### config.mk
export PLATFORM = sky130hd
export DESIGN_NAME = spp_pixel_pipeline
export DESIGN_NICKNAME = d
export VERILOG_FILES = /design/src/design/spp_pkg.sv /design/src/design/spp_pixel_pipeline.sv
export VERILOG_INCLUDE_DIRS = /design/src /design/src/design
export SDC_FILE = /design/constraint.sdc
export NUM_CORES = 1
export LEC_CHECK = 0
export ABC_AREA = 1
export BUFFER_PORTS_ARGS = -buffer_cell sky130_fd_sc_hd__buf_2
export CORE_MARGIN = 2
export CORE_UTILIZATION = 30
export DETAILED_ROUTE_END_ITERATION = 6
export SYNTH_ARGS = -nofsm -noshare
export SYNTH_HDL_FRONTEND = slang
export SYNTH_SLANG_ARGS = --single-unit
### constraint.sdc
create_clock -name pclk -period 58.7 [get_ports pclk]
set_input_delay 14.675 -clock pclk [delete_from_list [all_inputs] [get_ports pclk]]
set_output_delay 14.675 -clock pclk [all_outputs]
set_load 0.01 [all_outputs]
### src/design/spp_defines.svh
// Constants for the scan pixel pipeline: offsets, fields, resets, memory map
`ifndef SPP_DEFINES_SVH
`define SPP_DEFINES_SVH

// ----------------------------------------------------------------
// APB register byte addresses, and the word index of the config register
// ----------------------------------------------------------------
`define SPP_GSEL_ADDR 12'h000
`define SPP_GADDR_ADDR 12'h004
`define SPP_GDATA_ADDR 12'h008
`define SPP_STATUS_ADDR 12'h00c
`define SPP_CFG_INDEX 12'h009
`define SPP_CFG_ADDR 12'h024

// ----------------------------------------------------------------
// Configuration fields and reset values
// ----------------------------------------------------------------
`define SPP_CFG_DIV_LSB 0
`define SPP_CFG_DIV_MSB 2
`define SPP_CFG_DEPTH_LSB 3
`define SPP_CFG_DEPTH_MSB 4
`define SPP_CFG_OUT14_BIT 5
`define SPP_CFG_RESET 6'h00

// ----------------------------------------------------------------
// External memory map, in 16-bit words
// ----------------------------------------------------------------
`define SPP_OFF_BASE 20'h00000
`define SPP_GAIN_BASE 20'h0c000
`define SPP_GAMMA_BASE 20'h18000
`define SPP_LBUF_BASE 20'h1b000
`define SPP_LBUF_LAST 20'h3ffff
`define SPP_COEF_STRIDE 20'h04000
`define SPP_GAMMA_STRIDE 20'h01000

// ----------------------------------------------------------------
// Arithmetic limits
// ----------------------------------------------------------------
`define SPP_GAIN_SHIFT 14
`define SPP_FULL_SCALE 14'h3fff

`endif

### src/design/spp_pkg.sv
// Types for the scan pixel pipeline
package spp_pkg;

  typedef enum logic [2:0] {
    SPP_S_IDLE = 3'b000,
    SPP_S_OFF = 3'b001,
    SPP_S_GAIN = 3'b010,
    SPP_S_GAMMA = 3'b011,
    SPP_S_WRITE = 3'b100,
    SPP_S_CPU = 3'b101
  } spp_state_t;

  typedef enum logic [2:0] {
    SPP_DIV_1 = 3'b000,
    SPP_DIV_1P5 = 3'b001,
    SPP_DIV_2 = 3'b010,
    SPP_DIV_3 = 3'b011,
    SPP_DIV_4 = 3'b100,
    SPP_DIV_6 = 3'b101,
    SPP_DIV_8 = 3'b110,
    SPP_DIV_12 = 3'b111
  } spp_div_t;

endpackage

### src/design/spp_pixel_pipeline.sv
// Scan pixel pipeline: averaging, offset, gain, gamma, packing, buffer
// ----------------------------------------------------------------
// ----------------------------------------------------------------
`timescale 1ns/10ps
`default_nettype none
`include "spp_defines.svh"

module spp_pixel_pipeline (
  // Clock and reset
  input wire logic pclk,
  input wire logic presetn,
  // APB slave
  input wire logic psel,
  input wire logic penable,
  input wire logic pwrite,
  input wire logic [11:0] paddr,
  input wire logic [31:0] pwdata,
  output logic [31:0] prdata,
  output logic pready,
  output logic pslverr,
  // Pixel stream from the converter
  input wire logic pix_valid,
  input wire logic [13:0] pix_sample,
  input wire logic [1:0] pix_colour,
  input wire logic pix_first,
  output logic pix_ready,
  // External memory port
  output logic mem_req,
  output logic mem_we,
  output logic [19:0] mem_addr,
  output logic [15:0] mem_wdata,
  input wire logic mem_ack,
  input wire logic [15:0] mem_rdata,
  // Line buffer fill pointer
  output logic [19:0] lbuf_wptr
);

  // ----------------------------------------------------------------
  // Registers
  // ----------------------------------------------------------------
  logic [5:0] cfg;
  logic [1:0] gsel;
  logic [11:0] gaddr;
  logic [15:0] gdata;
  logic cpu_pend;
  logic cpu_done;
  logic [15:0] cpu_rd;
  logic cpu_we_r;

  wire logic [2:0] horizontal_divider_setting;
  wire logic [1:0] depth;
  wire logic out14;
  assign horizontal_divider_setting =
    cfg[`SPP_CFG_DIV_MSB:`SPP_CFG_DIV_LSB];
  assign depth = cfg[`SPP_CFG_DEPTH_MSB:`SPP_CFG_DEPTH_LSB];
  assign out14 = cfg[`SPP_CFG_OUT14_BIT];

  wire logic hit_gsel;
  wire logic hit_gaddr;
  wire logic hit_gdata;
  wire logic hit_status;
  wire logic hit_cfg;
  wire logic hit_any;
  wire logic access;
  wire logic done_xfer;
  wire logic next_pready;
  assign hit_gsel = paddr == `SPP_GSEL_ADDR;
  assign hit_gaddr = paddr == `SPP_GADDR_ADDR;
  assign hit_gdata = paddr == `SPP_GDATA_ADDR;
  assign hit_status = paddr == `SPP_STATUS_ADDR;
  assign hit_cfg = paddr == `SPP_CFG_ADDR;
  assign hit_any = hit_gsel | hit_gaddr | hit_gdata | hit_status | hit_cfg;
  assign access = psel & penable;
  assign done_xfer = access & pready;
  // Gamma port accesses wait for the memory round trip
  assign next_pready = access & ~pready & (~hit_gdata | cpu_done);

  wire logic [31:0] rd_mux;
  assign rd_mux = hit_gsel ? {30'h0, gsel} :
                  hit_gaddr ? {20'h0, gaddr} :
                  hit_gdata ? {16'h0, cpu_rd} :
                  hit_status ? {12'h0, lbuf_wptr} :
                  hit_cfg ? {26'h0, cfg} : 32'h0;

  wire logic cpu_start;
  assign cpu_start = access & hit_gdata & ~cpu_done & ~cpu_pend;

  always_ff @(posedge pclk or negedge presetn) begin
    if (!presetn) begin
      pready <= 1'b0;
      pslverr <= 1'b0;
      prdata <= 32'h0;
    end else begin
      pready <= next_pready;
      pslverr <= next_pready & ~hit_any;
      prdata <= (next_pready & ~pwrite) ? rd_mux : 32'h0;
    end
  end

  always_ff @(posedge pclk or negedge presetn) begin
    if (!presetn) begin
      cfg <= `SPP_CFG_RESET;
      gsel <= 2'h0;
      gaddr <= 12'h0;
    end else if (done_xfer & pwrite) begin
      if (hit_cfg) cfg <= pwdata[5:0];
      if (hit_gsel) gsel <= pwdata[1:0];
      if (hit_gaddr) gaddr <= pwdata[11:0];
    end
  end

  // ----------------------------------------------------------------
  // Horizontal reduction
  // ----------------------------------------------------------------
  logic [17:0] acc;
  logic [3:0] phase;
  logic [13:0] in_idx;
  logic avg_valid;
  logic [13:0] avg_pix;
  logic [1:0] avg_colour;
  logic [13:0] avg_idx;
  logic avg_first;
  logic line_new;

  wire logic [15:0] adc_word;
  assign adc_word = {pix_sample, 2'b00};

  wire logic take;
  assign take = pix_valid & pix_ready;

  wire logic [3:0] group_len;
  wire logic is_1p5;
  assign is_1p5 = horizontal_divider_setting == spp_pkg::SPP_DIV_1P5;
  assign group_len =
    (horizontal_divider_setting == spp_pkg::SPP_DIV_1) ? 4'd1 :
    is_1p5 ? 4'd3 :
    (horizontal_divider_setting == spp_pkg::SPP_DIV_2) ? 4'd2 :
    (horizontal_divider_setting == spp_pkg::SPP_DIV_3) ? 4'd3 :
    (horizontal_divider_setting == spp_pkg::SPP_DIV_4) ? 4'd4 :
    (horizontal_divider_setting == spp_pkg::SPP_DIV_6) ? 4'd6 :
    (horizontal_divider_setting == spp_pkg::SPP_DIV_8) ? 4'd8 : 4'd12;

  wire logic [3:0] cur_phase;
  wire logic [17:0] base_acc;
  wire logic [17:0] samp;
  assign cur_phase = pix_first ? 4'd0 : phase;
  assign base_acc = (pix_first | (cur_phase == 4'd0)) ? 18'h0 : acc;
  assign samp = {4'h0, adc_word[15:2]};

  // 1.5 mixes weights 2:1 then 1:2 over three inputs
  wire logic [17:0] sum;
  wire logic emit;
  wire logic [17:0] carry_acc;
  assign sum = (is_1p5 & (cur_phase == 4'd2)) ? base_acc + (samp << 1) :
               base_acc + samp;
  assign emit = is_1p5 ? (cur_phase != 4'd0) :
                (cur_phase == group_len - 4'd1);
  assign carry_acc = is_1p5 ? ((cur_phase == 4'd0) ? samp << 1 :
                     (cur_phase == 4'd1) ? samp : 18'h0) : sum;

  logic [17:0] quot;
  always_comb begin
    case (horizontal_divider_setting)
      spp_pkg::SPP_DIV_1: quot = sum;
      spp_pkg::SPP_DIV_1P5: quot = sum / 18'd3;
      spp_pkg::SPP_DIV_2: quot = sum >> 1;
      spp_pkg::SPP_DIV_3: quot = sum / 18'd3;
      spp_pkg::SPP_DIV_4: quot = sum >> 2;
      spp_pkg::SPP_DIV_6: quot = sum / 18'd6;
      spp_pkg::SPP_DIV_8: quot = sum >> 3;
      default: quot = sum / 18'd12;
    endcase
  end

  wire logic next_phase_wrap;
  wire logic [3:0] next_phase;
  assign next_phase_wrap = cur_phase == group_len - 4'd1;
  assign next_phase = next_phase_wrap ? 4'd0 : cur_phase + 4'd1;

  wire logic work_take;
  wire logic next_avg_valid;
  assign next_avg_valid = (avg_valid & ~work_take) | (take & emit);

  always_ff @(posedge pclk or negedge presetn) begin
    if (!presetn) begin
      acc <= 18'h0;
      phase <= 4'd0;
      in_idx <= 14'h0;
      line_new <= 1'b1;
    end else if (take) begin
      acc <= carry_acc;
      phase <= next_phase;
      if (emit) begin
        in_idx <= pix_first ? 14'h1 : in_idx + 14'h1;
        line_new <= 1'b0;
      end else if (pix_first) begin
        in_idx <= 14'h0;
        line_new <= 1'b1;
      end
    end
  end

  always_ff @(posedge pclk or negedge presetn) begin
    if (!presetn) begin
      avg_valid <= 1'b0;
      avg_pix <= 14'h0;
      avg_colour <= 2'h0;
      avg_idx <= 14'h0;
      avg_first <= 1'b0;
      pix_ready <= 1'b0;
    end else begin
      avg_valid <= next_avg_valid;
      pix_ready <= ~next_avg_valid;
      if (take & emit) begin
        avg_pix <= quot[13:0];
        avg_colour <= pix_colour;
        avg_idx <= pix_first ? 14'h0 : in_idx;
        avg_first <= pix_first | line_new;
      end
    end
  end

  // ----------------------------------------------------------------
  // Correction, gamma and packing engine
  // ----------------------------------------------------------------
  spp_pkg::spp_state_t state;
  spp_pkg::spp_state_t next_state;
  logic [13:0] work;
  logic [1:0] work_colour;
  logic [13:0] work_idx;
  logic work_first;
  logic [15:0] pack;
  logic [4:0] pack_cnt;

  assign work_take = (state == spp_pkg::SPP_S_IDLE) & ~cpu_pend & avg_valid;

  wire logic [13:0] off_val;
  wire logic [13:0] sub_res;
  assign off_val = mem_rdata[15:2];
  assign sub_res = (off_val > work) ? 14'h0 : work - off_val;

  wire logic [29:0] product;
  wire logic [15:0] prod_hi;
  wire logic [13:0] gain_res;
  assign product = work * mem_rdata;
  assign prod_hi = product[29:14];
  assign gain_res = (prod_hi > 16'h3fff) ? `SPP_FULL_SCALE :
                    prod_hi[13:0];

  wire logic [19:0] coef_off;
  wire logic [19:0] gamma_addr;
  assign coef_off = {6'h0, work_idx} +
                    (`SPP_COEF_STRIDE * {18'h0, work_colour});
  assign gamma_addr = `SPP_GAMMA_BASE + {8'h0, work[13:2]} +
                      (`SPP_GAMMA_STRIDE * {18'h0, work_colour});

  // Packing: depth code 0..3 means 8, 4, 2, 1 bits per pixel
  wire logic [7:0] gam;
  wire logic [4:0] per_word;
  wire logic [15:0] pack_base;
  wire logic [4:0] cnt_base;
  logic [15:0] pack_in;
  assign gam = mem_rdata[7:0];
  assign per_word = 5'd2 << depth;
  // A new line restarts the word, so a partial word is silently lost
  assign pack_base = work_first ? 16'h0 : pack;
  assign cnt_base = work_first ? 5'd0 : pack_cnt;
  always_comb begin
    case (depth)
      2'd0: pack_in = {pack_base[7:0], gam};
      2'd1: pack_in = {pack_base[11:0], gam[7:4]};
      2'd2: pack_in = {pack_base[13:0], gam[7:6]};
      default: pack_in = {pack_base[14:0], gam[7]};
    endcase
  end

  // 14-bit mode reuses the gamma region, so the buffer starts there
  wire logic [19:0] buf_base;
  wire logic [19:0] wptr_inc;
  assign buf_base = out14 ? `SPP_GAMMA_BASE : `SPP_LBUF_BASE;
  assign wptr_inc = (lbuf_wptr == `SPP_LBUF_LAST) ? buf_base :
                    lbuf_wptr + 20'h1;

  wire logic mem_done;
  assign mem_done = mem_req & mem_ack;

  always_comb begin
    next_state = state;
    case (state)
      spp_pkg::SPP_S_IDLE: begin
        if (cpu_pend) next_state = spp_pkg::SPP_S_CPU;
        else if (avg_valid) next_state = spp_pkg::SPP_S_OFF;
      end
      spp_pkg::SPP_S_OFF:
        if (mem_done) next_state = spp_pkg::SPP_S_GAIN;
      spp_pkg::SPP_S_GAIN: begin
        if (mem_done) next_state = out14 ? spp_pkg::SPP_S_WRITE :
                                   spp_pkg::SPP_S_GAMMA;
      end
      spp_pkg::SPP_S_GAMMA: begin
        if (mem_done) next_state = (cnt_base + 5'd1 == per_word) ?
          spp_pkg::SPP_S_WRITE : spp_pkg::SPP_S_IDLE;
      end
      spp_pkg::SPP_S_WRITE:
        if (mem_done) next_state = spp_pkg::SPP_S_IDLE;
      spp_pkg::SPP_S_CPU:
        if (mem_done) next_state = spp_pkg::SPP_S_IDLE;
      default: next_state = spp_pkg::SPP_S_IDLE;
    endcase
  end

  always_ff @(posedge pclk or negedge presetn) begin
    if (!presetn) begin
      state <= spp_pkg::SPP_S_IDLE;
      work <= 14'h0;
      work_colour <= 2'h0;
      work_idx <= 14'h0;
      work_first <= 1'b0;
      pack <= 16'h0;
      pack_cnt <= 5'd0;
      mem_req <= 1'b0;
      mem_we <= 1'b0;
      mem_addr <= 20'h0;
      mem_wdata <= 16'h0;
    end else begin
      state <= next_state;
      case (state)
        spp_pkg::SPP_S_IDLE: begin
          if (cpu_pend) begin
            mem_req <= 1'b1;
            mem_we <= cpu_we_r;
            mem_addr <= `SPP_GAMMA_BASE + {8'h0, gaddr} +
                        (`SPP_GAMMA_STRIDE * {18'h0, gsel});
            mem_wdata <= gdata;
          end else if (avg_valid) begin
            work <= avg_pix;
            work_colour <= avg_colour;
            work_idx <= avg_idx;
            work_first <= avg_first;
            mem_req <= 1'b1;
            mem_we <= 1'b0;
            mem_addr <= `SPP_OFF_BASE + {6'h0, avg_idx} +
              (`SPP_COEF_STRIDE * {18'h0, avg_colour});
          end
        end
        spp_pkg::SPP_S_OFF: begin
          if (mem_done) begin
            work <= sub_res;
            mem_addr <= `SPP_GAIN_BASE + coef_off;
          end
        end
        spp_pkg::SPP_S_GAIN: begin
          if (mem_done) begin
            work <= gain_res;
            if (out14) begin
              mem_we <= 1'b1;
              mem_addr <= lbuf_wptr;
              mem_wdata <= {gain_res, 2'b00};
            end else begin
              mem_addr <= gamma_addr_n(gain_res, work_colour);
            end
          end
        end
        spp_pkg::SPP_S_GAMMA: begin
          if (mem_done) begin
            work_first <= 1'b0;
            if (cnt_base + 5'd1 == per_word) begin
              pack_cnt <= 5'd0;
              mem_we <= 1'b1;
              mem_addr <= lbuf_wptr;
              mem_wdata <= pack_in;
            end else begin
              pack <= pack_in;
              pack_cnt <= cnt_base + 5'd1;
              mem_req <= 1'b0;
            end
          end
        end
        default: begin
          if (mem_done) begin
            mem_req <= 1'b0;
            mem_we <= 1'b0;
          end
        end
      endcase
    end
  end

  function automatic logic [19:0] gamma_addr_n(input logic [13:0] v,
                                               input logic [1:0] c);
    gamma_addr_n = `SPP_GAMMA_BASE + {8'h0, v[13:2]} +
                   (`SPP_GAMMA_STRIDE * {18'h0, c});
  endfunction

  // ----------------------------------------------------------------
  // Gamma port handshake and buffer pointer
  // ----------------------------------------------------------------
  always_ff @(posedge pclk or negedge presetn) begin
    if (!presetn) begin
      cpu_pend <= 1'b0;
      cpu_done <= 1'b0;
      cpu_rd <= 16'h0;
      cpu_we_r <= 1'b0;
      gdata <= 16'h0;
    end else begin
      if (cpu_start) begin
        cpu_pend <= 1'b1;
        cpu_we_r <= pwrite;
        if (pwrite) gdata <= pwdata[15:0];
      end else if ((state == spp_pkg::SPP_S_CPU) & mem_done) begin
        // Held until the answer, so a waiting access never runs twice
        cpu_pend <= 1'b0;
      end
      if ((state == spp_pkg::SPP_S_CPU) & mem_done) begin
        cpu_done <= 1'b1;
        if (~cpu_we_r) cpu_rd <= mem_rdata;
      end else if (done_xfer) begin
        cpu_done <= 1'b0;
      end
    end
  end

  wire logic buf_write;
  assign buf_write = mem_done & mem_we & (state == spp_pkg::SPP_S_WRITE);

  always_ff @(posedge pclk or negedge presetn) begin
    if (!presetn) begin
      lbuf_wptr <= `SPP_LBUF_BASE;
    end else if (done_xfer & pwrite & hit_cfg) begin
      lbuf_wptr <= pwdata[`SPP_CFG_OUT14_BIT] ? `SPP_GAMMA_BASE :
                   `SPP_LBUF_BASE;
    end else if (buf_write) begin
      lbuf_wptr <= wptr_inc;
    end
  end

  // Unused write-data and gamma wires kept out of the datapath
  wire logic unused_ok;
  assign unused_ok = &{1'b0, gamma_addr[0], pwdata[31:16]};

endmodule
`default_nettype wire

==> results.md <==
* Hold Worst Slack at 0.453 ns
* Largest net degree at the start of global routing at 75
* Overflow after GRT at 0
* Max Cap Viol at 0
* Min Tclk post-route at 46.53 ns
* Final Setup Violations at 0
* Fin Setup TNS at 0 ns
* Total track usage at 0.180
* H-tree levels at 1
* Critical Path Source Type: primary input
* CTS tree: yes
* First DRT Iteration DRCs at 2230
* WL per Instance at 16.6 um
* M1 wire length at 40.0 mm
* Critical path's top delay family: simple AND/OR/NAND/NOR gates
* Fmax at 21.5 MHz
* CP most frequent cell: nand2_1
* Die Span X at 314 um
* Slowest-stage cell, CP: a21oi_1
* Final nets at 4555
* Vias in the first global route at 25.8k
* Total stage count of the critical path at 199
* Number of antenna diodes at 0
* Period Utilization, post-route at 0.793
* Mean post-synth cell area at 7.24 sq um
* Arrival @ worst endpoint at 47.01 ns
* Worst Max-Slew Pin Slew at 1.18 ns
* Hold Fails Final Rpt at 0
* Vias post-DR at 26.5k
* WP buf/inv at 31
* Worst-path clk slew at 0.06 ns
* DR pass1 iterations at 6
* Max_slew headroom at 0.209
* Met2 routed WL at 40.5 mm
* Layout Cells excl Fill at 5373
* Register area share after synthesis at 0.225
* Clock Path Buffers at 3
* Met3 Routed Length at 6.08 mm
* Area growth from synthesis to final layout at 10.4%
* Setup repair after global routing missed its margin: false
* Die ar. at 98800 sq um
* Die height at 314 um
* Pins Over Slew Limit at 0
* Starting density of the core at 0.303
* Final ANT Viol Nets at 0
* Initial antenna violation count at 2
* Routed wire length at 89.0 mm
* Worst r2r path cells at 199
* Placed cells at 5318
* Delay of the slowest critical-path stage at 0.52 ns
* Layout cells sized above 1 at 0.115
* Post-CTS Setup Bufs at 0
* Number of remaining DRC errors at 0
* Ports at 177
* Fill cells at 10.2k
* Hold-fix buffers, CTS at 0
* Reg2reg end: avg_pix[0]
* Reg2reg setup slack at 26.03 ns
* RePlAce Congestion at 0.931
* Clock skew at 0.0355 ns
* First-pass GRT wire length at 143 mm
* Post-synth cell types at 71
* Clk sink count at 259
* CP required at 59.18 ns
* Highest Signal Layer: met5
* Cells after Synth at 3988
* CP endpoint kind: flip-flop
* Yosys warnings at 0
* PortBufs at 148
* Worst hold endpoint: work_idx[1]
* Post-Syn Area at 28900 sq um
* # rows at 113
* Worst min path class: flip-flop to flip-flop
* Clk Latency, worst-skew pair at 0.62 ns
* FF+latch count, synth at 259
* DP HPWL at 70.5 mm
* Total CTS buffers at 30
* CTS Root Cell: clkbuf_16
* Core area at 95200 sq um
* FF-to-FF Start: phase[0]
* Worst Hold Launch: avg_idx[1]
* Vias/cell at 4.93
* Hold depth at 2
* WS Path Type: primary input to flip-flop
* Crit path from: pix_first
* Final core occ at 0.335
* CTS resizes at 0
* Status: complete, no violations
* Worst-path fanout max at 17
-- cells in the final DEF (no fill, tap or decap), drive strengths merged, types with 20 or more instances in the layout --
master	count
or2	22
a22oi	21
xor2	59
nor3	41
o21ai	272
xnor2	27
fa	166
inv	738
nand3	224
dfrtp	254
nand2	1020
buf	184
a31oi	22
a221oi	31
a21oi	153
o22ai	48
clkbuf	46
clkinv	20
nor2	291
ha	220
nand4	61
-- worst max path at each step --
stage	endpoint	slack, ns
2_1_floorplan	avg_pix[0]	16.99
3_3_place_gp	avg_pix[0]	12.07
3_5_place_dp	avg_pix[0]	11.65
4_1_cts	avg_pix[0]	12.13
5_1_grt	avg_pix[0]	8.36
6_report	avg_pix[0]	12.17
-- layer usage --
layer | GRT usage | vias to the layer above
li1 | - | 13000
met1 | 0.248 | 12600
met2 | 0.296 | 805
met3 | 0.0265 | 140
met4 | 0.0445 | 2
met5 | 0 | -
-- worst min-delay path: cells and delay by family, from the launching register on --
kind | cells | cell delay (ns)
flops | 1 | 0.34
simple gates | 1 | 0.05
compound gates | 1 | 0.06
-- synth_stat cells, drive strengths merged --
cell | number | area [sq um]
a31oi | 22 | 138
buf | 27 | 226
nor3b | 9 | 67.6
o211ai | 16 | 120
o22a | 1 | 8.76
and2 | 1 | 6.26
clkbuf | 103 | 397
o21a | 19 | 143
a221oi | 31 | 272
clkinv | 14 | 57.6
nand4 | 61 | 455
conb | 1 | 3.75
o22ai | 48 | 300
nand2 | 1020 | 4140
nor2 | 291 | 1330
a21o | 10 | 76.3
fa | 166 | 3320
nor3 | 41 | 221
ha | 220 | 2750
o221ai | 11 | 96.3
xor2 | 59 | 524
o41ai | 1 | 8.76
a22oi | 21 | 158
a21boi | 4 | 30.0
a32oi | 7 | 61.3
or2 | 22 | 138
nand3b | 13 | 97.6
or3 | 3 | 18.8
dfrtp | 254 | 6360
nor4 | 7 | 43.8
o21ai | 272 | 1400
inv | 738 | 2780
o31ai | 7 | 52.6
a2bb2oi | 4 | 35.0
xnor2 | 27 | 236
a22o | 3 | 26.3
nand3 | 224 | 1410
o2111ai | 9 | 78.8
o21bai | 15 | 113
mux2 | 14 | 158
a21oi | 153 | 788
a211oi | 14 | 105
dfstp | 5 | 131
-- stage by stage --
step | instance area [sq um] | setup slack (ns)
6_report | 31900 | 12.17
5_1_grt | 31900 | 8.36
3_5_place_dp | 30900 | 11.65
2_1_floorplan | 28900 | 16.99
3_3_place_gp | 30900 | 12.07
4_1_cts | 31900 | 12.13
-- cell type report --
cell class	count	area (sq um)	share of cell area
inverters	752	2840	0.0890
multi-input cells	2858	19000	0.596
clock buffers	46	851	0.0267
repair buffers	184	1020	0.0320
flip-flops and latches	259	6490	0.204
well taps	1265	1580	0.0497
clock inverters	9	104	0.00326
-- sequential cells by signal, summed over array words and instances (netlist names), 3 cells and up --
name and cells:
prdata 20, pack_cnt 5, state 3, avg_idx 14, mem_wdata 16, work_idx 14, pack 15, cfg 6
work 14, gaddr 12, avg_pix 14, lbuf_wptr 20, in_idx 14, cpu_rd 16, gdata 16, mem_addr 20
acc 18, phase 4
-- kinds of logic (layout without fill, tap and decap cells) --
logic type               count (synthesis)  count (layout)  synth area share
multiplexers                            14              14           0.00546
XOR/XNOR                                86              86            0.0263
buffers and inverters                  882             991             0.120
other                                    1              12          0.000130
AO/OA/AOI/OAI                          668             668             0.139
adder cells (fa/ha/maj)                386             386             0.210
flip-flops                             259             259             0.225
AND/OR/NAND/NOR                       1692            1692             0.274
Power is left out: the tool's default activity adds up to more than one toggle a clock period on the data nets, which glitch-free logic cannot reach.
